File: src/rtl/pfl_pkg.sv
package pfl_pkg;
    // Register indices; byte address is four times the index
    localparam logic [9:0] RI_TBC = 10'h1c0;
    localparam logic [9:0] RI_CNT = 10'h1c2;
    localparam logic [9:0] RI_PER = 10'h1c4;
    localparam logic [9:0] RI_CMP = 10'h1c6;
    localparam logic [9:0] RI_PMC = 10'h1c8;
    localparam logic [9:0] RI_UPD = 10'h1ca;
    localparam logic [9:0] RI_DTC = 10'h1cc;
    localparam logic [9:0] RI_FLT = 10'h1d0;
    localparam logic [9:0] RI_OVD = 10'h1d4;
    localparam logic [9:0] RI_DC1 = 10'h1d6;
    localparam logic [9:0] RI_DC2 = 10'h1d8;
    localparam logic [9:0] RI_DC3 = 10'h1da;
    localparam logic [9:0] RI_STAT = 10'h1dc;
    localparam logic [9:0] RI_CFG = 10'h1de;
    // Reset values
    localparam logic [15:0] RV_ZERO = 16'h0000;
    localparam logic [15:0] RV_PER = 16'h3fff;
    localparam logic [15:0] RV_PMC = 16'h0077;
    localparam logic [15:0] RV_OVD = 16'h3f00;
    localparam logic [1:0] RV_CFG = 2'h3;
    localparam logic SYNC_RST = 1'b1;
    // Field positions
    localparam int B_TB_EN = 15;
    localparam int B_IDLE = 13;
    localparam int B_SEV_DIR = 15;
    localparam int B_LOCK = 0;
    localparam int PS_LSB = 8;
    localparam int B_FMODE = 7;
    localparam int FST_LSB = 8;
    localparam int PEN_H_LSB = 4;
    localparam int B_HIGH_SIDE_POLARITY = 0;
    localparam int B_LOW_SIDE_POLARITY = 1;
    localparam int B_FLAG = 0;
    localparam int B_FPIN = 1;
    localparam int B_FOVR = 2;
    // Time base counting modes
    typedef enum logic [1:0] {
        PFL_TB_FREE = 2'b00,
        PFL_TB_SINGLE = 2'b01,
        PFL_TB_UPDN = 2'b10,
        PFL_TB_UPDN2 = 2'b11
    } pfl_tbmode_t;
endpackage

File: src/rtl/pfl_sync.sv
`timescale 1ns/1ns
`default_nettype none
module pfl_sync
    import pfl_pkg::*;
(
    input wire logic clk_i, // System clock
    input wire logic rst_i, // Sync reset
    input wire logic d_i, // Asynchronous pin
    output logic q_o // Filtered level
);
    typedef struct packed {
        logic s1;
        logic s2;
        logic s3;
        logic lvl;
    } pfl_sync_t;
    pfl_sync_t q, n;
    // Level moves only once stages two and three agree
    always_comb begin
        n = q;
        n.s1 = d_i;
        n.s2 = q.s1;
        n.s3 = q.s2;
        if (q.s2 == q.s3) begin
            n.lvl = q.s3;
        end
    end
    always_ff @(posedge clk_i) begin
        if (rst_i) begin
            q <= {4{SYNC_RST}};
        end else begin
            q <= n;
        end
    end
    assign q_o = q.lvl;
endmodule // pfl_sync
`default_nettype wire

File: src/rtl/pfl_postscale.sv
`timescale 1ns/1ns
`default_nettype none
module pfl_postscale
    import pfl_pkg::*;
#(
    parameter int PW = 4
) (
    input wire logic clk_i, // System clock
    input wire logic rst_i, // Sync reset
    input wire logic clr_i, // Clear the count
    input wire logic hit_i, // Compare match
    input wire logic [PW-1:0] ratio_i, // Matches minus one
    output logic pulse_o // Trigger pulse
);
    typedef struct packed {
        logic [PW-1:0] cnt;
        logic pulse;
    } pfl_ps_t;
    pfl_ps_t q, n;
    // Clear beats a match in the same cycle
    always_comb begin
        n = q;
        n.pulse = 1'b0;
        if (clr_i) begin
            n.cnt = '0;
        end else if (hit_i) begin
            if (q.cnt >= ratio_i) begin
                n.cnt = '0;
                n.pulse = 1'b1;
            end else begin
                n.cnt = q.cnt + 1'b1;
            end
        end
    end
    always_ff @(posedge clk_i) begin
        if (rst_i) begin
            q <= '0;
        end else begin
            q <= n;
        end
    end
    assign pulse_o = q.pulse;
endmodule // pfl_postscale
`default_nettype wire

File: src/rtl/pfl_top.sv
// Design decision made here: the Wishbone slave port.
`timescale 1ns/1ns
`default_nettype none
module pfl_top
    import pfl_pkg::*;
#(
    parameter int NPAIR = 3,
    parameter int PSW = 4
) (
    input wire logic clk_i, // 25 MHz system clock
    input wire logic rst_i, // Sync reset, high
    input wire logic [11:0] wb_adr_i, // Byte address
    input wire logic [31:0] wb_dat_i, // Write data
    input wire logic [3:0] wb_sel_i, // Byte enables
    input wire logic wb_we_i, // Write strobe
    input wire logic wb_cyc_i, // Bus cycle
    input wire logic wb_stb_i, // Slave select
    output logic [31:0] wb_dat_o, // Read data
    output logic wb_ack_o, // Access done
    input wire logic fault_input_n_i, // Fault pin, low active
    input wire logic idle_i, // CPU in idle
    input wire logic sleep_i, // CPU in sleep
    output logic [2*NPAIR-1:0] pwm_o, // Pin levels
    output logic [2*NPAIR-1:0] pwm_en_o, // Pin owned by PWM
    output logic fault_flag_o, // Fault interrupt flag
    output logic adc_trigger_o // Special event pulse
);
    localparam logic [11:0] A_TBC = {RI_TBC, 2'b00};
    localparam logic [11:0] A_CNT = {RI_CNT, 2'b00};
    localparam logic [11:0] A_PER = {RI_PER, 2'b00};
    localparam logic [11:0] A_CMP = {RI_CMP, 2'b00};
    localparam logic [11:0] A_PMC = {RI_PMC, 2'b00};
    localparam logic [11:0] A_UPD = {RI_UPD, 2'b00};
    localparam logic [11:0] A_DTC = {RI_DTC, 2'b00};
    localparam logic [11:0] A_FLT = {RI_FLT, 2'b00};
    localparam logic [11:0] A_OVD = {RI_OVD, 2'b00};
    localparam logic [11:0] A_DC1 = {RI_DC1, 2'b00};
    localparam logic [11:0] A_DC2 = {RI_DC2, 2'b00};
    localparam logic [11:0] A_DC3 = {RI_DC3, 2'b00};
    localparam logic [11:0] A_STAT = {RI_STAT, 2'b00};
    localparam logic [11:0] A_CFG = {RI_CFG, 2'b00};

    typedef struct packed {
        logic ack;
        logic [15:0] dat;
        logic [15:0] tbc;
        logic [15:0] per;
        logic [15:0] cmp;
        logic [15:0] pmc;
        logic [15:0] upd;
        logic [15:0] dtc;
        logic [15:0] flt;
        logic [15:0] ovd;
        logic [NPAIR-1:0][15:0] dc;
        logic [NPAIR-1:0][15:0] dca;
        logic [15:0] pera;
        logic [14:0] cnt;
        logic dir;
        logic flag;
        logic hold;
        logic [1:0] cfg;
        logic [2*NPAIR-1:0] pwm;
        logic [2*NPAIR-1:0] pen;
    } pfl_st_t;

    pfl_st_t q, n;
    logic fpin;
    logic fnow;
    logic req;
    logic wr;
    logic [15:0] wd;
    logic halt;
    logic run;
    logic ud;
    logic bnd_p;
    logic bnd_z;
    logic bnd;
    logic xfer;
    logic sev_hit;
    logic wr_cmp;
    logic [NPAIR-1:0] frc;
    logic [15:0] rd;

    // Fault pin through four flops; a one-cycle glitch never reaches the override
    pfl_sync u_fsync (
        .clk_i(clk_i),
        .rst_i(rst_i),
        .d_i(fault_input_n_i),
        .q_o(fpin)
    );
    assign fnow = ~fpin;

    // Bus decode; writes land on the edge that sees ack
    assign req = wb_cyc_i & wb_stb_i;
    assign wr = req & wb_we_i & q.ack;
    assign wr_cmp = wr & (wb_adr_i == A_CMP);

    // Byte-lane merge helper for 16-bit registers
    function automatic logic [15:0] merge(input logic [15:0] old);
        merge = old;
        if (wb_sel_i[0]) begin
            merge[7:0] = wb_dat_i[7:0];
        end
        if (wb_sel_i[1]) begin
            merge[15:8] = wb_dat_i[15:8];
        end
    endfunction

    // Idle stops the time base only when idle-stop is set; sleep always
    assign halt = (idle_i & q.tbc[B_IDLE]) | sleep_i;
    assign run = q.tbc[B_TB_EN] & ~halt;
    assign ud = q.tbc[1];
    assign bnd_p = run & ~q.dir & (q.cnt >= q.pera[14:0]);
    assign bnd_z = run & (q.cnt == 15'h0000);
    // A disabled time base always counts as a boundary, so release is immediate
    assign bnd = bnd_p | bnd_z | ~q.tbc[B_TB_EN];

    // Buffer transfer points, all suppressed by lockout
    always_comb begin
        if (q.upd[B_LOCK]) begin
            xfer = 1'b0;
        end else if (!q.tbc[B_TB_EN]) begin
            xfer = 1'b1;
        end else if (!ud) begin
            xfer = bnd_p;
        end else if (q.tbc[1:0] == PFL_TB_UPDN2) begin
            xfer = (bnd_z & q.dir) | bnd_p;
        end else begin
            xfer = bnd_z & q.dir;
        end
    end

    // Compare match; direction only matters when counting up/down
    assign sev_hit = run & (q.cnt == q.cmp[14:0]) &
        (~ud | (q.dir == q.cmp[B_SEV_DIR]));

    // Postscaler cleared by any compare write and by reset
    pfl_postscale #(
        .PW(PSW)
    ) u_post (
        .clk_i(clk_i),
        .rst_i(rst_i),
        .clr_i(wr_cmp),
        .hit_i(sev_hit),
        .ratio_i(q.upd[PS_LSB +: PSW]),
        .pulse_o(adc_trigger_o)
    );

    // Pairs under override: only enabled ones, while fault or held
    assign frc = {NPAIR{fnow | q.hold}} & q.flt[NPAIR-1:0];

    // Read mux, if-chain decode; unmapped reads return zero
    always_comb begin
        rd = RV_ZERO;
        if (wb_adr_i == A_TBC) begin
            rd = q.tbc;
        end else if (wb_adr_i == A_CNT) begin
            rd = {q.dir, q.cnt};
        end else if (wb_adr_i == A_PER) begin
            rd = q.per;
        end else if (wb_adr_i == A_CMP) begin
            rd = q.cmp;
        end else if (wb_adr_i == A_PMC) begin
            rd = q.pmc;
        end else if (wb_adr_i == A_UPD) begin
            rd = q.upd;
        end else if (wb_adr_i == A_DTC) begin
            rd = q.dtc;
        end else if (wb_adr_i == A_FLT) begin
            rd = q.flt;
        end else if (wb_adr_i == A_OVD) begin
            rd = q.ovd;
        end else if (wb_adr_i == A_DC1) begin
            rd = q.dc[0];
        end else if (wb_adr_i == A_DC2) begin
            rd = q.dc[1];
        end else if (wb_adr_i == A_DC3) begin
            rd = q.dc[2];
        end else if (wb_adr_i == A_STAT) begin
            rd[B_FLAG] = q.flag;
            rd[B_FPIN] = fpin;
            rd[B_FOVR] = |frc;
        end else if (wb_adr_i == A_CFG) begin
            rd[1:0] = q.cfg;
        end
    end

    // Next-state logic for the whole block
    always_comb begin
        n = q;
        wd = merge(rd);
        n.ack = req & ~q.ack;
        n.dat = req ? rd : RV_ZERO;
        // Time base: free/edge or up/down, frozen while halted
        if (run) begin
            if (!ud) begin
                n.dir = 1'b0;
                n.cnt = bnd_p ? 15'h0000 : q.cnt + 15'h0001;
            end else if (!q.dir) begin
                if (bnd_p) begin
                    n.dir = 1'b1;
                    n.cnt = q.cnt - 15'h0001;
                end else begin
                    n.cnt = q.cnt + 15'h0001;
                end
            end else if (bnd_z) begin
                n.dir = 1'b0;
                n.cnt = 15'h0001;
            end else begin
                n.cnt = q.cnt - 15'h0001;
            end
        end
        // Buffered duty and period move to the active copies
        if (xfer) begin
            n.dca = q.dc;
            n.pera = q.per;
        end
        // Fault hold: engages only on enabled pairs
        if (fnow && (q.flt[NPAIR-1:0] != '0)) begin
            n.hold = 1'b1;
        end else if (q.hold && bnd && !fnow) begin
            if (q.flt[B_FMODE]) begin
                n.hold = 1'b0;
            end else if (!q.flag) begin
                n.hold = 1'b0;
            end
        end
        // Sticky flag; a fault in the clear cycle wins
        if (wr && (wb_adr_i == A_STAT) && wb_sel_i[0] && wb_dat_i[B_FLAG]) begin
            n.flag = 1'b0;
        end
        if (fnow) begin
            n.flag = 1'b1;
        end
        // Register writes
        if (wr) begin
            if (wb_adr_i == A_TBC) begin
                n.tbc = wd;
            end else if (wb_adr_i == A_CNT) begin
                n.cnt = wd[14:0];
            end else if (wb_adr_i == A_PER) begin
                n.per = wd;
            end else if (wb_adr_i == A_CMP) begin
                n.cmp = wd;
            end else if (wb_adr_i == A_PMC) begin
                n.pmc = wd;
            end else if (wb_adr_i == A_UPD) begin
                n.upd = wd;
            end else if (wb_adr_i == A_DTC) begin
                n.dtc = wd;
            end else if (wb_adr_i == A_FLT) begin
                n.flt = wd;
            end else if (wb_adr_i == A_OVD) begin
                n.ovd = wd;
            end else if (wb_adr_i == A_DC1) begin
                n.dc[0] = wd;
            end else if (wb_adr_i == A_DC2) begin
                n.dc[1] = wd;
            end else if (wb_adr_i == A_DC3) begin
                n.dc[2] = wd;
            end else if (wb_adr_i == A_CFG) begin
                n.cfg = wd[1:0];
            end
        end
        // Pin levels: compare or fault state, then side polarity
        for (int p = 0; p < NPAIR; p++) begin
            logic raw;
            logic ah;
            logic al;
            raw = q.cnt < q.dca[p][15:1];
            ah = frc[p] ? q.flt[FST_LSB + 2*p + 1] : raw;
            al = frc[p] ? q.flt[FST_LSB + 2*p] : ~raw;
            n.pwm[2*p+1] = ~(ah ^ q.cfg[B_HIGH_SIDE_POLARITY]);
            n.pwm[2*p] = ~(al ^ q.cfg[B_LOW_SIDE_POLARITY]);
            n.pen[2*p+1] = q.pmc[PEN_H_LSB + p];
            n.pen[2*p] = q.pmc[p];
        end
    end

    // State register; all outputs but adc_trigger_o come from here
    always_ff @(posedge clk_i) begin
        if (rst_i) begin
            q <= '0;
            q.per <= RV_PER;
            q.pera <= RV_PER;
            q.pmc <= RV_PMC;
            q.ovd <= RV_OVD;
            q.cfg <= RV_CFG;
        end else begin
            q <= n;
        end
    end

    assign wb_dat_o = {16'h0000, q.dat};
    assign wb_ack_o = q.ack;
    assign pwm_o = q.pwm;
    assign pwm_en_o = q.pen;
    assign fault_flag_o = q.flag;
endmodule // pfl_top
`default_nettype wire

File: config.mk
export PLATFORM = sky130hd
export DESIGN_NAME = pfl_top
export DESIGN_NICKNAME = d
export VERILOG_FILES = /design/src/rtl/pfl_pkg.sv /design/src/rtl/pfl_sync.sv /design/src/rtl/pfl_postscale.sv /design/src/rtl/pfl_top.sv
export SDC_FILE = /design/constraint.sdc
export NUM_CORES = 1
export LEC_CHECK = 0
export BUFFER_PORTS_ARGS = -buffer_cell sky130_fd_sc_hd__buf_2
export CAP_MARGIN = 20
export CORE_UTILIZATION = 45
export CTS_CLUSTER_SIZE = 14
export DETAILED_ROUTE_END_ITERATION = 6
export PLACE_DENSITY = 0.62
export SETUP_SLACK_MARGIN = 0.5
export SYNTH_ARGS = -nofsm -noshare
export SYNTH_HDL_FRONTEND = slang
export SYNTH_SLANG_ARGS = --single-unit
File: constraint.sdc
create_clock -name clk_i -period 3.74 [get_ports clk_i]
set_clock_uncertainty 0.15 [all_clocks]
set_input_delay 0.561 -clock clk_i [delete_from_list [all_inputs] [get_ports clk_i]]
set_output_delay 0.561 -clock clk_i [all_outputs]
set_load 0.02 [all_outputs]
# Word-level counts from Yosys, hierarchy flattened
# Index checks and enable logic that the tools add are counted.
# op_classes
add_sub_neg,3
order_cmp,5
eq_ne,20
muxes,47
n_bitwise,55
n_reduce_logical,26
# ops
operator,n
$mux 16,14
$eq 12x11->1 const B,14
$mux 15,6
$lt 15x15->1,3
$not 1->1,29
$mux 1,20
$mux 8,2
$add 15x1->15 const B,1
$eq 15x15->1,1
$ge 15x15->1,1
$logic_not 15->1,1
$sub 15x1->15 const B,1
$reduce_and 14->1,1
$and 1x1->1,13
$mux 13,1
$reduce_and 13->1,1
$reduce_and 12->1,1
$reduce_and 11->1,1
$reduce_and 10->1,1
$reduce_and 9->1,1
$reduce_and 8->1,1
$reduce_and 7->1,1
$logic_and 1x1->1,6
$or 1x1->1,6
other kinds (19),29
# word_totals
regBits,297
inputBits,56
word_cells,186

# Logic depth before layout (Yosys ltp)
# Gate-level depths: netlist (run 1).
# logic_depth
depth_word,21
depth_mapped,13

# Cells and area by module
# From an unflattened synthesis (run 1), not the netlist that was laid out.
# unflattened
hier_cells,2102
area_unflattened_um2,16400.7
# by_module_without_submodules
mod,instances,cells_per_inst,area_each_um2
pfl_top,1,2055,15952.8
pfl_postscale,1,37,332.8
pfl_sync,1,10,115.1

# Worst setup path after synthesis (run 1)
# Ideal clock, no wire load.
# synth_path
kind,register to register
startpoint,reg q[17] in the netlist's numbering
endpoint,reg q[28] in the netlist's numbering
setup_ps,122
arrival_ps,3064
t_required_ps,3468
setup_slack_ps,403
path_stages_with_launch,13
path_buffers,2
synth_period_minus_slack_ps,3337
path_cell_list,dfxtp_1 clkbuf_1 inv_1 ha_1 or3b_4 or4_4 or4_4 and2_4 o21a_4 buf_6 a211o_1 a22oi_2 a21oi_1
# synth_via
elab_chain_len,9
word_cells_on_any_way,15
cone_classes,add/sub (2); order compare (1); mux (9); bitwise (2); reduce/logical (1)
# synth_lines
item,line_no,text
start: declaration,pfl_top.sv:66,"pfl_st_t q, n;"
start signal: assignment,pfl_top.sv:290,q <= n;
$ge 15x15->1 / $logic_not 15->1 (equally long branches),"pfl_top.sv:113, pfl_top.sv:114",
$and 1x1->1 (on tied branches),"pfl_top.sv:113, pfl_top.sv:114",
$mux 15 (on tied branches),"pfl_top.sv:200, pfl_top.sv:206",
$mux 16,pfl_top.sv:199,end else if (!q.dir) begin
$mux 16 (*),pfl_top.sv:196,if (!ud) begin
$mux 16 (*),pfl_top.sv:195,if (run) begin
$mux 15,pfl_top.sv:239,end else if (wb_adr_i == A_CNT) begin
$mux 15,pfl_top.sv:237,if (wb_adr_i == A_TBC) begin
$mux 15 (*),pfl_top.sv:236,if (wr) begin
# Mark *: on every way between the ends. The rest lies on a longest branch, timed or not.
# A chain may end at the register's enable or synchronous reset.

# Worst setup path after layout (run 1)
# layout_path
startpoint,reg q[17] in the netlist's numbering
endpoint,reg q[21] in the netlist's numbering
# The elaborated chain is that of the path after synthesis.

==> impl_metrics.toml, run 1 <==
[detailed_routing]
drtPass1Iterations = 6
vias = 15900
drc = 0
routed_via_density = 6.18
first_iter_violations = 2054
routed_wl_um = 62100
ant_nets = 0
wl_per_cell_um = 24.2

[hold_path]
hp-class = "input pin to register"
hold_depth = 2

[setup_path]
startpoint_type = "register"
cp-end-kind = "register"
worstSetupPathType = "register to register"
worst_r2r_path_depth = 10
cp.required_ns = 3.98
crit_arrival_ns = 3.51
path_max_fanout = 11

[clock_tree]
clkSinkCount = 294
clk_path_buf_depth = 3
clkTransAtPathRegs_ns = 0.06
cts_buffers = 35
cts.htree.levels = 2
cts_root_buf = "clkbuf_16"
cts_tree = "yes"
clk_latency_ns = 0.53
cts_hold_buf = 0

[placed_design]
dp_hpwl_um = 43900
portBuffers = 68
placed_cells = 2507
place_area_um2 = 16900
place.gp.congestion = 0.975
pre_cts_ws_ns = 0.0700

[global_route]
grt_pass1_vias = 14500
grt_pass1_wl_um = 92300
track_usage_pct = 34.4
met2_usage_pct = 52.3
grt_max_degree = 121
grt_remaining_overflow = 0
grt-busiest-layer = "met2"
antenna_found_initial = 1
gr-usage-met1_pct = 48.0
use_met3_pct = 5.71

[yosys]
synth_top_area_share_pct = 37.4
netlist_area_um2 = 15700
ys_seq_elements = 294
yosysTopAreaCell = "dfxtp_1"
synth_edf_count = 0
yosys_warnings = 0
synth.area.top_cells = "dfxtp_1 (37%), nand2_1 (8.8%), a21oi_1 (7.0%), ha_1 (5.1%), nand3_1 (3.6%)"
seq_area_frac_synth_pct = 37.4
synthArstFlopShare_pct = 0
syn_avg_cell_area_um2 = 7.73
ys_types = 91
synth_cells = 2038
ys.flop_type = "dfxtp_1"

[floorplan]
io_pins = 103
fp-row-count = 68
start_util_pct = 45.7
fp.dieH_um = 189
dieArea_um2 = 35700
core_area_um2 = 34500
die_w_um = 189

[run]
cap_violations = 0

[final_layout]
utilization_pct = 52.9
n_antenna_cell = 0
fin_cells = 2571
layout_common_cells = "nand2_1 (369), dfxtp_1 (294), a21oi_1 (221)"
nNetsFinal = 2213
fin_area_um2 = 18200
final_common_cell = "nand2_1"
layout-drive-gt1-share_pct = 15.2
area_growth_pct = 15.7

[power_and_ir_drop]
peakVddDrop_v = 0.000289
powerDensity_nw_per_um2 = 392
power_leakage_nw = 7.24

[sta]
fmax_mhz = 306
fin_crit_sh_pct = 87.3
hold_viol = 0
rsz0062_at_grt = "true"
tightest_slew_ns = 1.03
setup_violations = 0
final_max_slew_viol_count = 0
timing.final.ws_setup_ns = 0.475
min_period_ns = 3.26
finalSetupTns_ns = 0
max-slew-margin-rel_pct = 31.1

[outcome]
status = "finished clean"
-- layer usage --
layer	wire length [um]	up-vias
li1	-	7245
met1	26000	7597
met4	2790	0
met5	0	-
met2	26800	896
met3	6530	162
-- worst max-delay path, stage by stage (launching register included) --
cell and delay, ns:
dfxtp_1 0.32, inv_2 0.08, ha_4 0.15, or3b_4 0.39, or4_4 0.47, or4_4 0.48
and2_4 0.21, o21a_4 0.26, a221oi_1 0.34, or3_1 0.19, o31ai_1 0.08
-- stage by stage --
stage          hold WS (ns)  power (W)
6_report             0.0875    0.00714
5_1_grt              0.0844    0.00730
4_1_cts              0.0756    0.00715
3_5_place_dp          0.249    0.00369
3_3_place_gp          0.248    0.00369
2_1_floorplan         0.239    0.00350
-- Yosys cell counts, drive strengths merged (18+ instances only) --
library cell    n
inv            74
nor2          115
nand2         370
o211ai         26
nor3           32
nand3         114
mux2i          51
a21o           25
a21oi         222
nand4          24
clkbuf        114
o31ai          18
ha             64
dfxtp         294
buf            90
o21ai         117
-- sequential cells by signal, indices dropped and copies added (netlist names) --
| register | count |
|---|---|
| q | 249 |
| wb_dat_o | 16 |
| n | 6 |
| pwm_en_o | 6 |
| pwm_o | 6 |
| u_post.q | 4 |
| u_fsync.n | 2 |
| fault_flag_o | 1 |
| u_fsync.q | 1 |
| u_fsync.q_o | 1 |
| u_post.pulse_o | 1 |
| wb_ack_o | 1 |
-- cells by family (layout without fill, tap and decap cells) --
| logic type | count (synthesis) | in the layout | synth area share [%] |
|---|---|---|---|
| compound gates | 549 | 550 | 21.7 |
| xor+xnor | 19 | 19 | 1.06 |
| fa+ha+maj | 64 | 64 | 5.09 |
| buf+inv | 278 | 340 | 8.11 |
| flops | 294 | 294 | 37.4 |
| mux | 63 | 63 | 4.10 |
| other cells | 1 | 16 | 0.0238 |
| simple gates | 770 | 770 | 22.6 |
-- power breakdown --
part	switching, W	total (W)	internal (W)
combinational	0.000345	0.000492	0.000147
sequential	0.00000673	0.00315	0.00314
clock	0.00137	0.00350	0.00213
-- layout make-up --
| type | instances | area [um2] |
|---|---|---|
| fillers | 3362 | 16200 |
| clock buffers | 51 | 1040 |
| well taps | 455 | 569 |
| clock inverters | 9 | 123 |
| inverters | 74 | 279 |
| repair buffers | 206 | 1540 |
| multi-input cells | 1482 | 8790 |
| flip-flops and latches | 294 | 5890 |
-- path summary, 6_finish.rpt --
check	from	end	slack, ns
worst min register to register	u_fsync.n[2]	u_fsync.n[1]	0.26
worst max register to register	q[17]	q[21]	0.48
worst min-delay path	fault_input_n_i	u_fsync.n[2]	0.09
worst max-delay path	q[17]	q[21]	0.48
-- what timing repair did --
| item | 4_1_cts | 5_1_grt |
|---|---|---|
| endpoints found under the setup margin | 37 | 71 |
| gates resized for setup | 6 | 12 |
| gates cloned | 1 | 0 |
| buffers inserted | 0 | 3 |
| pin swaps | 1 | 3 |
Power figures use the tool's default switching activity.
==> run 2, diff against run 1 <==
--- a/config.mk
+++ b/config.mk
@@ -11,7 +11,7 @@
 export CTS_CLUSTER_SIZE = 14
 export DETAILED_ROUTE_END_ITERATION = 6
 export PLACE_DENSITY = 0.62
-export SETUP_SLACK_MARGIN = 0.5
+export SETUP_SLACK_MARGIN = 0.02
 export SYNTH_ARGS = -nofsm -noshare
 export SYNTH_HDL_FRONTEND = slang
 export SYNTH_SLANG_ARGS = --single-unit
==> impl_metrics.toml, run 2 (same netlist as run 1, synthesis figures left out) <==
[outcome]
status = "finished clean"

[setup_path]
path_max_fanout = 12
worst-path-buf-inv = 1
slowest_stage = "or4_4"
critPathMostFrequentCell = "or4_4"
worst_r2r_path_depth = 10
worstSetupPathType = "register to register"
cp-end-kind = "register"
critical_path.max_stage_delay_ns = 0.54
cp_cell_sequence = "inv_1 -> ha_1 -> or3b_4 -> or4_4 -> or4_4 -> and2_4 -> o21a_4 -> a221oi_1 -> o32a_1 -> o41ai_1"
path_depth = 10
critPathTopFamily = "simple AND/OR/NAND/NOR gates"
startpoint_type = "register"
r2r_setup_slack_ns = 0.34
cp.required_ns = 3.98
crit_arrival_ns = 3.63

[placed_design]
portBuffers = 68
place.gp.congestion = 1.00
dp_hpwl_um = 43600
place_area_um2 = 17000
pre_cts_ws_ns = 0.119

[final_layout]
seq_area_um2 = 5890
fin_area_um2 = 18100
area_growth_pct = 14.9
n_antenna_cell = 0
top_register = "q"
multi_input_area_um2 = 8700
nNetsFinal = 2209
utilization_pct = 52.5
largest_reg_flops = 249
layout-drive-gt1-share_pct = 14.5
fillers = 3390
final_common_cell = "nand2_1"
layout_common_cells = "nand2_1 (370), dfxtp_1 (294), a21oi_1 (221)"

[clock_tree]
cts.htree.levels = 2
cts_hold_buf = 0
clk_path_buf_depth = 3
cts_resized = 0
cts_buffers = 35
clkTransAtPathRegs_ns = 0.06
cts_root_buf = "clkbuf_16"
clkSinkCount = 294
cts_tree = "yes"
clk_latency_ns = 0.54
cts_setup_buffers = 0

[sta]
fin_crit_sh_pct = 90.8
final_max_slew_viol_count = 0
rsz0062_at_grt = "false"
min_period_ns = 3.40
timing.final.ws_setup_ns = 0.343
max-slew-margin-rel_pct = 34.1
timing.hold.ws_ns = 0.0980
fmax_mhz = 294
tightest_slew_ns = 0.985
finalSetupTns_ns = 0
hold_viol = 0
setup_violations = 0

[global_route]
grt_max_degree = 102
antenna_found_initial = 0
track_usage_pct = 34.1
grt_pass1_wl_um = 91200
grt_pass1_vias = 14500
grt_remaining_overflow = 0

[floorplan]
start_util_pct = 45.7
die_w_um = 189
fp.dieH_um = 189
dieArea_um2 = 35700
io_pins = 103
core_area_um2 = 34500
fp-row-count = 68

[detailed_routing]
ant_nets = 0
routed_wl_um = 61400
drc = 0
drtPass1Iterations = 7
vias = 15800
first_iter_violations = 1848
wl_per_cell_um = 23.9
routed_via_density = 6.13

[power_and_ir_drop]
clockPowerShare_pct = 47.4
powerDensity_nw_per_um2 = 384
power_leakage_nw = 7.19
internal_power_w = 0.00519
p_seq_share_pct = 45.3
peakVddDrop_v = 0.000300
swShare_pct = 25.2
power.combinational.fraction_pct = 7.3
p_sw_w = 0.00175

[hold_path]
hold_depth = 2
hp-class = "input pin to register"

[run]
cap_violations = 0
-- run 2: final cells by class --
class | count | share of cell area (%)
Clock inverter | 14 | 0.636
Timing Repair Buffer | 203 | 8.70
Multi-Input combinational cell | 1481 | 48.1
Clock buffer | 49 | 5.35
Inverter | 74 | 1.54
Sequential cell | 294 | 32.5
Tap cell | 455 | 3.15
-- run 2: worst paths after layout --
check	startpoint	end
worst max-delay path	q[17]	q[24]
worst min-delay path	fault_input_n_i	u_fsync.n[2]
worst max register to register	q[17]	q[24]
worst min register to register	u_fsync.n[2]	u_fsync.n[1]
-- run 2: stage by stage --
step | instances | power [W]
6_report | 2570 | 0.00694
5_1_grt | 2570 | 0.00711
4_1_cts | 2570 | 0.00695
3_5_place_dp | 2507 | 0.00371
3_3_place_gp | 2505 | 0.00370
2_1_floorplan | 2053 | 0.00350
-- run 2: power groups by stage --
stage	sequential, W	clock (W)	combinational [W]
floorplan	0.00322	0	0.000280
global placement	0.00322	0	0.000486
detailed placement	0.00322	0	0.000489
CTS	0.00315	0.00331	0.000491
global route	0.00315	0.00344	0.000524
finish	0.00315	0.00329	0.000505
-- run 2: routing by layer --
layer | part of all wire (%) | track usage, % | up-vias
li1 | - | - | 7245
met1 | 43 | 47.3 | 7572
met2 | 43 | 51.9 | 799
met3 | 10 | 6.43 | 137
met4 | 3.9 | 13.4 | 0
met5 | 0 | 0 | -
